[src/hw/usdp_pkg.sv]
// Constants and carrier types for the serial transceiver data paths.
// Assumes one 10 MHz system clock; bit timing arrives as one-cycle enables.
// What this block does
// - Buffer-empty flag high when transmit buffer empty, low while it holds data.
// - Buffer-empty interrupt requested while its enable, the global enable and flag are set.
// - Data register write loads transmit buffer and clears buffer-empty flag.
// - Complete flag sets when frame sent and transmit buffer is empty.
// - Complete flag clears on interrupt service or software write of one.
// - Complete interrupt requested when enabled, globally enabled and complete flag is set.
// - Upper parity mode bit inserts parity after data, before stop bit.
// - Transmitter stays active after disable until all data sent, then releases pin.
// - Receive enable takes over the receive pin as serial input.
// - Synchronous mode uses external transfer clock as receive bit clock.
// - Reception starts on valid start bit; bits sampled until first stop bit.
// - Receiver ignores second stop bit, checks only the first.
// - After first stop bit, frame moves from shift register into receive buffer.
// - Unused upper data bits read as zero for short characters.
// - Ninth bit and error flags stored per entry; data read advances FIFO.
// - Frame is low start, 5 to 9 data bits LSB first, parity, high stops.
// - Parity is XOR of data bits, inverted for odd.
// - Shift register loads from buffer when idle or right after last stop bit.
// - Receive complete flag is one while unread data remain.
package usdp_pkg;
   localparam int           USDP_DW        = 9;
   localparam int           USDP_FIFO_D    = 2;
   localparam logic [2:0]   USDP_CS_9BIT   = 3'h7;
   localparam logic [2:0]   USDP_CS_BASE   = 3'h5;
   localparam logic [3:0]   USDP_BITS_MIN  = 4'h5;
   localparam logic [3:0]   USDP_BITS_9    = 4'h9;

   typedef struct packed {
      logic [2:0] char_size;
      logic [1:0] parity_mode;
      logic       two_stop;
      logic       sync_mode;
   } usdp_cfg_t;

   typedef struct packed {
      logic [8:0] data;
      logic       frame_error_flag;
      logic       parity_error_flag;
      logic       overrun_flag;
   } usdp_rx_entry_t;

   // Data width from character size
   function automatic logic [3:0] usdp_nbits(input logic [2:0] cs);
      if (cs == USDP_CS_9BIT)
         return USDP_BITS_9;
      else if (cs > 3'h3)
         return 4'h8;
      else
         return USDP_BITS_MIN + {2'h0, cs[1:0]};
   endfunction : usdp_nbits

   function automatic logic usdp_parity(input logic [8:0] d, input logic [3:0] n, input logic odd);
      logic p;
      p = odd;
      for (int i = 0; i < USDP_DW; i++)
         if (i < int'(n))
            p = p ^ d[i];
      return p;
   endfunction : usdp_parity

   function automatic logic [8:0] usdp_mask(input logic [8:0] d, input logic [3:0] n);
      logic [8:0] m;
      m = '0;
      for (int i = 0; i < USDP_DW; i++)
         if (i < int'(n))
            m[i] = d[i];
      return m;
   endfunction : usdp_mask
endpackage : usdp_pkg

[src/hw/usdp_rx.sv]
// Receive shift path and two-entry receive FIFO.
// Assumes start bit already qualified by the clock recovery; bit_en marks sample points.
`timescale 1ns/100ps
`default_nettype none
module usdp_rx (
   input  wire logic                     clk_sys,
   input  wire logic                     rst_n,
   input  wire usdp_pkg::usdp_cfg_t      cfg,
   input  wire logic                     rx_enable,
   input  wire logic                     bit_en,
   input  wire logic                     start_valid,
   input  wire logic                     serial_in_pin,
   input  wire logic                     data_read,
   output logic                          rx_complete_flag,
   output usdp_pkg::usdp_rx_entry_t      rx_head
);
   import usdp_pkg::*;

   typedef enum logic [1:0] {RX_IDLE, RX_DATA, RX_PAR, RX_STOP} usdp_rxst_t;

   typedef struct packed {
      usdp_rxst_t     st;
      logic [3:0]     cnt;
      logic [8:0]     sh;
      logic           perr;
      logic           pend;
      usdp_rx_entry_t pend_e;
      logic           ovr;
      usdp_rx_entry_t [USDP_FIFO_D-1:0] mem;
      logic [1:0]     level;
   } usdp_rx_state_t;

   usdp_rx_state_t s_q, s_d;
   logic [3:0]     nb;
   logic           push;
   usdp_rx_entry_t new_e;

   assign nb = usdp_nbits(cfg.char_size);

   always_comb
   begin
      s_d   = s_q;
      push  = 1'b0;
      new_e = '0;
      if (data_read && s_q.level != 2'h0)
      begin
         s_d.mem[0] = s_q.mem[1];
         s_d.level  = s_q.level - 2'h1;
      end
      if (bit_en)
      begin
         unique case (s_q.st)
            RX_IDLE:
            begin
               if (start_valid && !serial_in_pin)
               begin
                  s_d.st   = RX_DATA;
                  s_d.cnt  = '0;
                  s_d.sh   = '0;
                  // Overrun when full and a frame is still waiting
                  if (s_q.pend)
                     s_d.ovr = 1'b1;
               end
            end
            RX_DATA:
            begin
               s_d.sh[s_q.cnt] = serial_in_pin;
               s_d.cnt         = s_q.cnt + 4'h1;
               if (s_q.cnt + 4'h1 == nb)
                  s_d.st = cfg.parity_mode[1] ? RX_PAR : RX_STOP;
            end
            RX_PAR:
            begin
               s_d.perr = usdp_parity(s_q.sh, nb, cfg.parity_mode[0]) != serial_in_pin;
               s_d.st   = RX_STOP;
            end
            RX_STOP:
            begin
               new_e.data              = usdp_mask(s_q.sh, nb);
               new_e.frame_error_flag  = !serial_in_pin;
               new_e.parity_error_flag = cfg.parity_mode[1] & s_q.perr;
               new_e.overrun_flag      = s_q.ovr;
               push                    = 1'b1;
               s_d.perr                = 1'b0;
               s_d.st                  = RX_IDLE;
            end
         endcase
      end
      if (push)
      begin
         s_d.pend   = 1'b1;
         s_d.pend_e = new_e;
      end
      // waiting frame enters FIFO when room
      if (s_q.pend && s_d.level < 2'(USDP_FIFO_D) && !push)
      begin
         s_d.mem[s_d.level[0]] = s_q.pend_e;
         s_d.level = s_d.level + 2'h1;
         s_d.pend  = 1'b0;
         s_d.ovr   = 1'b0;
      end
      if (!rx_enable)
      begin
         s_d       = '0;
         s_d.st    = RX_IDLE;
      end
   end

   always_ff @(posedge clk_sys or negedge rst_n)
   begin
      if (!rst_n)
         s_q <= '0;
      else
         s_q <= s_d;
   end

   assign rx_complete_flag = s_q.level != 2'h0;
   assign rx_head          = s_q.level != 2'h0 ? s_q.mem[0] : '0;
endmodule : usdp_rx
`default_nettype wire

[src/hw/usdp_top.sv]
// Transmit path, flags, interrupts and receive path wiring.
// Assumes baud enables come from an outside divider; one clock, plain control ports.
`timescale 1ns/100ps
`default_nettype none
module usdp_top (
   input  wire logic                     clk_sys,
   input  wire logic                     nrst,
   input  wire usdp_pkg::usdp_cfg_t      cfg,
   input  wire logic                     tx_enable,
   input  wire logic                     rx_enable,
   input  wire logic                     tx_buffer_empty_irq_enable,
   input  wire logic                     tx_complete_irq_enable,
   input  wire logic                     global_irq_enable,
   input  wire logic                     baud_en,
   input  wire logic                     ext_transfer_clock_pin,
   input  wire logic                     data_write,
   input  wire logic [7:0]               data_wdata,
   input  wire logic                     tx_ninth_bit,
   input  wire logic                     tx_complete_clear,
   input  wire logic                     tx_complete_ack,
   input  wire logic                     data_read,
   input  wire logic                     start_valid,
   input  wire logic                     serial_in_pin,
   output logic [7:0]                    data_rdata,
   output logic                          rx_ninth_bit,
   output logic                          frame_error_flag,
   output logic                          parity_error_flag,
   output logic                          overrun_flag,
   output logic                          rx_complete_flag,
   output logic                          tx_buffer_empty_flag,
   output logic                          tx_complete_flag,
   output logic                          tx_buffer_empty_irq,
   output logic                          tx_complete_irq,
   output logic                          serial_out_pin,
   output logic                          tx_pin_owned,
   output logic                          rx_pin_owned
);
   import usdp_pkg::*;

   typedef enum logic [2:0] {TX_IDLE, TX_START, TX_DATA, TX_PAR, TX_STOP1, TX_STOP2, TX_END} usdp_txst_t;

   typedef struct packed {
      usdp_txst_t st;
      logic [3:0] cnt;
      logic [8:0] buf_d;
      logic       buf_full;
      logic [8:0] sh;
      logic       out;
      logic       done;
      logic       active;
      logic       xck_d;
   } usdp_top_state_t;

   usdp_top_state_t s_q, s_d;
   logic [1:0]          rst_sync_q;
   logic                rst_n;
   logic [3:0]          nb;
   logic                bit_en;
   logic                xck_rise;
   logic                load;
   usdp_rx_entry_t      head;

   // Reset release through two flops, kept apart from the state record
   always_ff @(posedge clk_sys or negedge nrst)
   begin
      if (!nrst)
         rst_sync_q <= '0;
      else
         rst_sync_q <= {rst_sync_q[0], 1'b1};
   end
   assign rst_n = rst_sync_q[1];

   assign nb       = usdp_nbits(cfg.char_size);
   assign xck_rise = ext_transfer_clock_pin & ~s_q.xck_d;
   assign bit_en   = cfg.sync_mode ? xck_rise : baud_en;

   always_comb
   begin
      s_d          = s_q;
      s_d.xck_d    = ext_transfer_clock_pin;
      load         = 1'b0;
      if (data_write)
      begin
         s_d.buf_d    = {tx_ninth_bit, data_wdata};
         s_d.buf_full = 1'b1;
      end
      // clear on write of one or service
      if (tx_complete_clear || tx_complete_ack)
         s_d.done = 1'b0;
      if (bit_en && s_q.active)
      begin
         unique case (s_q.st)
            TX_IDLE:
               load = s_q.buf_full;
            TX_START:
            begin
               s_d.out = 1'b0;
               s_d.cnt = '0;
               s_d.st  = TX_DATA;
            end
            TX_DATA:
            begin
               s_d.out = s_q.sh[s_q.cnt];
               s_d.cnt = s_q.cnt + 4'h1;
               if (s_q.cnt + 4'h1 == nb)
                  s_d.st = cfg.parity_mode[1] ? TX_PAR : TX_STOP1;
            end
            TX_PAR:
            begin
               s_d.out = usdp_parity(s_q.sh, nb, cfg.parity_mode[0]);
               s_d.st  = TX_STOP1;
            end
            TX_STOP1:
            begin
               s_d.out = 1'b1;
               s_d.st  = cfg.two_stop ? TX_STOP2 : TX_END;
            end
            TX_STOP2:
            begin
               s_d.out = 1'b1;
               s_d.st  = TX_END;
            end
            // Last stop bit has now left the line
            TX_END:
               s_d.st = TX_IDLE;
         endcase
         if (s_q.st == TX_END)
         begin
            if (s_q.buf_full && !data_write)
               load = 1'b1;
            else if (!s_q.buf_full && !data_write)
               s_d.done = 1'b1;
         end
      end
      if (load)
      begin
         s_d.sh       = usdp_mask(s_q.buf_d, nb);
         s_d.buf_full = data_write;
         s_d.st       = TX_START;
         // Back-to-back frame: start bit follows the stop with no gap
         if (s_q.st == TX_END)
         begin
            s_d.out = 1'b0;
            s_d.cnt = '0;
            s_d.st  = TX_DATA;
         end
      end
      if (tx_enable)
         s_d.active = 1'b1;
      else if (s_q.st == TX_IDLE && !s_q.buf_full)
         s_d.active = 1'b0;
      if (!s_d.active)
         s_d.out = 1'b1;
   end

   always_ff @(posedge clk_sys or negedge rst_n)
   begin
      if (!rst_n)
      begin
         s_q.st     <= TX_IDLE;
         s_q.cnt    <= '0;
         s_q.buf_d  <= '0;
         s_q.buf_full <= 1'b0;
         s_q.sh     <= '0;
         s_q.out    <= 1'b1;
         s_q.done   <= 1'b0;
         s_q.active <= 1'b0;
         s_q.xck_d  <= 1'b0;
      end
      else
      begin
         s_q.st     <= s_d.st;
         s_q.cnt    <= s_d.cnt;
         s_q.buf_d  <= s_d.buf_d;
         s_q.buf_full <= s_d.buf_full;
         s_q.sh     <= s_d.sh;
         s_q.out    <= s_d.out;
         s_q.done   <= s_d.done;
         s_q.active <= s_d.active;
         s_q.xck_d  <= s_d.xck_d;
      end
   end

   usdp_rx u_rx (
      .clk_sys          (clk_sys),
      .rst_n            (rst_n),
      .cfg              (cfg),
      .rx_enable        (rx_enable),
      .bit_en           (bit_en),
      .start_valid      (start_valid),
      .serial_in_pin    (serial_in_pin),
      .data_read        (data_read),
      .rx_complete_flag (rx_complete_flag),
      .rx_head          (head)
   );

   assign tx_buffer_empty_flag = ~s_q.buf_full;
   assign tx_complete_flag     = s_q.done;
   assign tx_buffer_empty_irq  = tx_buffer_empty_irq_enable & ~s_q.buf_full & global_irq_enable;
   assign tx_complete_irq      = tx_complete_irq_enable & s_q.done & global_irq_enable;
   assign serial_out_pin       = s_q.out;
   assign tx_pin_owned         = s_q.active;
   assign rx_pin_owned         = rx_enable;
   assign data_rdata           = head.data[7:0];
   assign rx_ninth_bit         = head.data[8];
   assign frame_error_flag     = head.frame_error_flag;
   assign parity_error_flag    = head.parity_error_flag;
   assign overrun_flag         = head.overrun_flag;
endmodule : usdp_top
`default_nettype wire

[config.mk]
export PLATFORM = sky130hd
export DESIGN_NAME = usdp_top
export DESIGN_NICKNAME = d
export VERILOG_FILES = /design/src/hw/usdp_pkg.sv /design/src/hw/usdp_rx.sv /design/src/hw/usdp_top.sv
export SDC_FILE = /design/constraint.sdc
export NUM_CORES = 1
export LEC_CHECK = 0
export ABC_AREA = 1
export BUFFER_PORTS_ARGS = -buffer_cell sky130_fd_sc_hd__buf_4
export CAP_MARGIN = 20
export CORE_UTILIZATION = 39
export CTS_CLUSTER_SIZE = 40
export DETAILED_ROUTE_END_ITERATION = 8
export GPL_ROUTABILITY_DRIVEN = 0
export SYNTH_ARGS = -nofsm -noshare
export SYNTH_HDL_FRONTEND = slang
export SYNTH_SLANG_ARGS = --single-unit
[constraint.sdc]
create_clock -name clk_sys -period 5 [get_ports clk_sys]
set_input_delay 0.25 -clock clk_sys [delete_from_list [all_inputs] [get_ports clk_sys]]
set_output_delay 0.25 -clock clk_sys [all_outputs]
set_load 0.01 [all_outputs]
Yosys cells after proc, flatten, opt, wreduce, memory -nomap -nowiden
Index checks and enable logic that the tools add are counted. Widths: inputs -> output; s select.

Bits in registers: 88. Input port bits: 31. Output and inout port bits: 20. Word-level logic and storage cells: 255.

Add/sub/neg operators: 5. $lt $le $gt $ge: 16. Equal/unequal tests: 26. Multiplexer cells: 126. Bitwise logic cells: 26. Reductions and logical operators: 27.

Operator list (number): $mux 1 (94); $mux 56 (1); $mux 12 (4); $mux 27 (1); $pmux 13 s2 (1); $bwmux 24 (1); $ne 3x1->1 const B (7); $pmux 3 s6 (1); $xor 1x1->1 (18); $lt 3x4->1 const A (4); $mux 16 (1); $mux 15 (1); $mux 14 (1); $mux 7 (2); $mux 13 (1); $demux 12 s1 (1); $eq 3x3->1 const B (4); $mux 11 (1); $logic_and 1x1->1 (10); $lt 4x5->1 const B (2); $bwmux 9 (1); $reduce_and 3->1 (3); $add 4x1->4 const B (2); $eq 4x4->1 (2); 40 further kinds (62).

Depth between registers and ports, before layout
Word-level depth: 43. Mapped depth: 17. Gate-level depth less buffers: 17.

Cells and area by module
A second synthesis with hierarchy kept.

Cells, all modules: 645. Area total of the unflattened synthesis: 4908.5 um2.

Modules (own cells, without submodules): usdp_rx (times used 1, cells each 387, area an instance 3025.4 um2, sequential area each 1401.3 um2); usdp_top (times used 1, cells each 258, area an instance 1883.1 um2, sequential area each 802.0 um2).

Worst setup path before layout
Ideal clock, no wire load.

Kind: reg-to-reg. Start: register u_rx.s_q[0] in the netlist's numbering. End: register u_rx.s_q[14] in the netlist's numbering. Setup time: 0.119 ns. Arrival: 1.630 ns. Required time: 4.881 ns. Slack: 3.251 ns. Stages on the path, launching flop included: 14. Path buffers: 2. Clock period less this slack: 1.749 ns. Path through: dfrtp_1 inv_1 ha_1 inv_2 nand2_4 nand2_2 o21ai_2 nor2_2 nand2_1 or2_1 buf_6 buf_6 nand3_1 o21ai_2.

Word-level cells in the longest chain between the ends: 10. Elaborated cells on any way between the ends: 16. Classes of those cells: add/sub: 1; order compare: 3; eq/ne: 1; mux: 6; reduce/logical: 5.

Ends and longest elaborated chain: from (decl) (line usdp_rx.sv:33) `usdp_rx_state_t s_q, s_d;`; from (signal assigned) (line usdp_rx.sv:112) `s_q <= '0;`; from (signal assigned) (line usdp_rx.sv:114) `s_q <= s_d;`; parallel branches: the longest is 2 deep, another holds $sub 2x1->2; $mux 14 * (line usdp_rx.sv:45) `if (data_read && s_q.level != 2'h0)`; $lt 1x2->1 (implied by the code) or $ge 1x1->1 (tied branches) (line usdp_rx.sv:97) `s_d.mem[s_d.level[0]] = s_q.pend_e;`; $logic_and 1x1->1 (implied by the code) (line usdp_rx.sv:97); $mux 12 (implied by the code) (line usdp_rx.sv:97); $demux 12 s1; $bwmux 24 (line usdp_rx.sv:97); $mux 27 (line usdp_rx.sv:95) `if (s_q.pend && s_d.level < 2'(USDP_FIFO_D) && !push)`; $mux 56 (line usdp_rx.sv:102) `if (!rx_enable)`.

Mark *: on every way between the ends. The select of a mux whose other input is x is not followed. A chain may end at the register's enable or synchronous reset.

Final worst setup path
Start: register u_rx.s_q[0] in the netlist's numbering. End: register u_rx.s_q[23] in the netlist's numbering.

Same word-level chain as after synthesis.

==> results.md <==
- The total wire length after detailed routing is 10600 microns.
- The number of placement rows is 40.
- The hold violation total from the final report is 0.
- Detailed placement finished with a half-perimeter wire length of 7830 microns.
- The cell count of the worst reg-to-reg path is 8.
- The number of hold buffers added after CTS is 1.
- The startpoint of the lowest-slack hold path is ext_transfer_clock_pin.
- The clock tree from TritonCTS is yes.
- The via count of the first global-routing pass was 3839.
- Sorting the synthesized cells by area gives the leading types as dfrtp_1 (45%), nand2_1 (9.8%), nand3_1 (5.9%), inv_1 (5.7%), o21ai_0 (4.6%).
- The clock power share is between 20% and 30%.
- In this run the number of H-tree levels came out at 3.
- In the routed layout, each cell is associated on average with a via count of 5.02.
- The path with the worst hold slack has its endpoint at s_q[0].
- Internal power comes to 0.00153 W.
- The critical path goes through inv_1, ha_1, inv_2, nand2_4, xor2_1, or2_1, nand3_1, o21ai_2.
- Counting instances, the worst hold path has a depth of 1.
- The max-slew violation count was 0.
- Yosys mapped a number of flops with a built-in enable equal to 0.
- The average cell area after synthesis is 8.17 sq um.
- The worst slew slack as a fraction of its limit is 32.7%.
- The data arrival time of the critical path is 3.08 ns.
- After global routing the overflow that remains totals 0.
- For the worst setup path, the data required time is 5.27 ns.
- The slew at the pin closest to its max-slew limit is 1.01 ns.
- The standby leakage power is 2.62 nW.
- The number of antenna violations at the first check in global routing is 0.
- Of the post-synthesis cell area, the dominant cell type holds 45.0%.
- The longest individual stage delay on the worst path is 0.82 ns.
- The synthesized design contains slightly below 90 register bits.
- The dominant register cell in the synthesized netlist is dfrtp_1.
- The count of final setup violators is 0.
- The smallest clock period supported by the final layout is computed as between 2 and 3 ns.
- The standard cell area after detailed placement is 0.00532 sq mm.
- The end of the worst register-to-register path is u_rx.s_q[23].
- The commonest cells after synthesis are nand2_1 (126), dfrtp_1 (87), inv_1 (74).
- The clock root buffer is clkbuf_16.
- The slowest stage of the critical path belongs to the cell or2_1.
- The die is 113 microns wide.
- The worst hold path class is in -> reg.
- The area enclosed by the die boundary is 0.0129 sq mm.
- The unique cell type count in the Yosys netlist is 42.
- The mapped netlist covers slightly below 0.005 sq mm.
- The sequential share of power is 37.3%.
- No sink is reached through more buffers than the 2 on the longest clock path.
- For flop-to-flop paths, the worst setup slack is between 2 and 2.5 ns.
- The worst register-to-register path begins at u_rx.s_q[0].
- The synthesis warning total is 0.
- In this run the power spent charging and discharging nets is 0.000970 W.
- The share of layout cells above drive strength 1 is 17.4%.
- Dividing the final minimum period by the clock period gives 56.3%.
- dfrtp_1 takes more of the synthesized area than any other cell.
- The sort of element at the start of the critical path is a flip-flop.
- The number of nets with antenna violations after routing is 0.
- Setup total negative slack on the finished layout was measured at 0 ns.
- The global-route total usage across every layer is 17.8%.
- Summing all multi-input logic gate instances after layout gives 0.00222 sq mm.
- Net switching is 38.8% of the power.
- Counting the fill cells in the layout gives 1196.
- The number of DRC markers after the initial detailed-route iteration is 216.
- Detailed routing inserted a total of between 4000 and 5000 vias.
- The area of the core is 0.0121 sq mm.
- Of all flip-flops after synthesis, the portion carrying an async set or reset was 100%.
- The clock-pin slew on the worst setup and hold paths is 0.07 ns.
- Clock latency on the worst-skew pair, taken at its later pin, is around 0.35 ns.
- In this run, CTS created clock tree buffers numbering 9.
- The area of all sequential standard cells is 0.00221 sq mm.
- Counting every net in the synthesized netlist gives 635.
- The critical path is of the reg -> reg type.
- Once the floorplan was initialized, standard cells occupied ~40% of the core.
- The first global-routing pass estimated 18000 microns of wire.
- The number of diodes is 0.
- The worst-path maximum fanout is 25.
- The height of the chip is 113 microns.
- The clock net in this run drives a total of 88 sinks.
- The fmax is 355 MHz.
- The number of I/O port buffers is 50.
- The average wire per cell in the routed design is roughly 13 microns.
- The area added between synthesis and finish is 16.7%.
- The part of the power in combinational logic is 34.4%.
- After clock tree synthesis, the setup repair step added 0 buffers.
- Entering global routing, the biggest net connects 62 pins.
- The final cell area excluding filler cells is 0.00564 sq mm.
- In the routed design, unresolved DRC markers number 0.
- The maximum ir drop on the vdd rail is 0.220 mV.
- The length of the first detailed-routing pass in iterations is 5.
- STA classifies the critical path endpoint as a flip-flop.
- For this design the ratio of total power to cell area is 444 mW/mm^2.
- In this run the count of I/O pins placed on the die edge is 51.
- The post-cts gate resize count is 0.
- Counting every instance in the synthesized netlist gives roughly 590.
- The max-cap check violation count is 0.
- Yosys instantiated no cell more often than nand2_1.
- The number of nets at the end of the flow is 676.
- The clock skew is 0.0125 ns.
- Setup repair after global routing left no endpoint under its margin.
- Sequential cells were found to cover 45.6% of the synthesized design area.
- The run finished with clean final reports.
worst max-delay path, delay by kind of cell (launching register included):
family / cells / cell delay (ns)
AND/OR/NAND/NOR: 3 / 1.24
adder cells (fa/ha/maj): 1 / 0.40
flip-flops: 1 / 0.39
buffers and inverters: 2 / 0.29
XOR/XNOR: 1 / 0.28
AO/OA/AOI/OAI: 1 / 0.11
routing by layer:
layer / global-route usage [%] / routed length [microns] / vias to the layer above
met1: 24.5 / 5280 / 1883
met3: 3.67 / 435 / 15
li1: - / - / 2050
met4: 6.49 / 175 / 0
met5: 0 / 0 / -
met2: 27.9 / 4660 / 96
logic make-up after synthesis:
logic type,after synthesis,share of synthesized area [%]
AND/OR/NAND/NOR,249,23.1
AO/OA/AOI/OAI,121,15.9
buffers and inverters,101,8.51
flip-flops,88,45.6
XOR/XNOR,20,3.78
adder cells (fa/ha/maj),12,3.10
other,1,0.0775
power by group through the flow:
stage / Clock [W] / Combinational [W] / Sequential, W
final: 0.000710 / 0.000860 / 0.000933
after global routing: 0.000754 / 0.000982 / 0.000951
after CTS: 0.000722 / 0.000858 / 0.000932
after detailed placement: 0 / 0.000854 / 0.000944
after global placement: 0 / 0.000833 / 0.000942
after floorplan: 0 / 0.000663 / 0.000917
sequential cells by signal (all words and copies together), names as in the netlist:
name	flops
tx_complete_flag	1
serial_out_pin	1
rst_sync_q	2
u_rx.s_q	56
s_q	27
tx_pin_owned	1
worst max-delay path by stage:
stage / start / depth (start not counted) / slack, ns / end
3_5_place_dp: u_rx.s_q[0] / 8 / 2.18 / u_rx.s_q[23]
6_report: u_rx.s_q[0] / 8 / 2.18 / u_rx.s_q[23]
2_1_floorplan: rst_sync_q[1] / 0 / 2.37 / s_q[0]
5_1_grt: u_rx.s_q[0] / 8 / 1.85 / u_rx.s_q[15]
3_3_place_gp: u_rx.s_q[0] / 8 / 2.33 / u_rx.s_q[19]
4_1_cts: u_rx.s_q[0] / 8 / 2.14 / u_rx.s_q[23]
per-stage QoR:
| stage | cells | setup WS [ns] | hold slack [ns] | utilization [%] | total power [W] |
|---|---|---|---|---|---|
| finish | 806 | 2.18 | 0.0223 | 46.8 | 0.00250 |
| global route | 806 | 1.85 | 0.00877 | 46.8 | 0.00269 |
| CTS | 806 | 2.14 | 0.0149 | 46.8 | 0.00251 |
| detailed placement | 789 | 2.18 | 0.0347 | 44.1 | 0.00180 |
| global placement | 789 | 2.33 | 0.0337 | 44.1 | 0.00177 |
| floorplan | 592 | 2.37 | -0.0456 | - | 0.00158 |
cell usage in the layout, fill, tap and decap left out, types with 3 or more instances in the layout:
master     Yosys  final
a21oi_1       21     21
a32oi_1       13     13
buf_4          1     51
clkbuf_16      0      9
dfrtp_1       87     86
ha_1          12     12
inv_1         74     74
inv_2          5      5
nand2_1      126    126
nand2_2        9      9
nand3_1       57     57
nand3_2        3      3
nand3b_1       4      4
nand4_1        5      5
nor2_1        32     32
nor2_2         4      4
nor3_1         4      4
o21ai_0       44     44
o21ai_2       16     16
o22ai_1       13     13
xnor2_1        7      7
xor2_1        12     12
layout make-up:
type / count / area share [%]
sequential: 88 / 39.1
multi-input combinational: 403 / 39.4
inverter: 79 / 5.25
tap: 168 / 3.73
timing repair buffer: 52 / 6.96
clock inverter: 6 / 1.33
clock buffer: 10 / 4.24
Power figures use the tool's default switching activity.
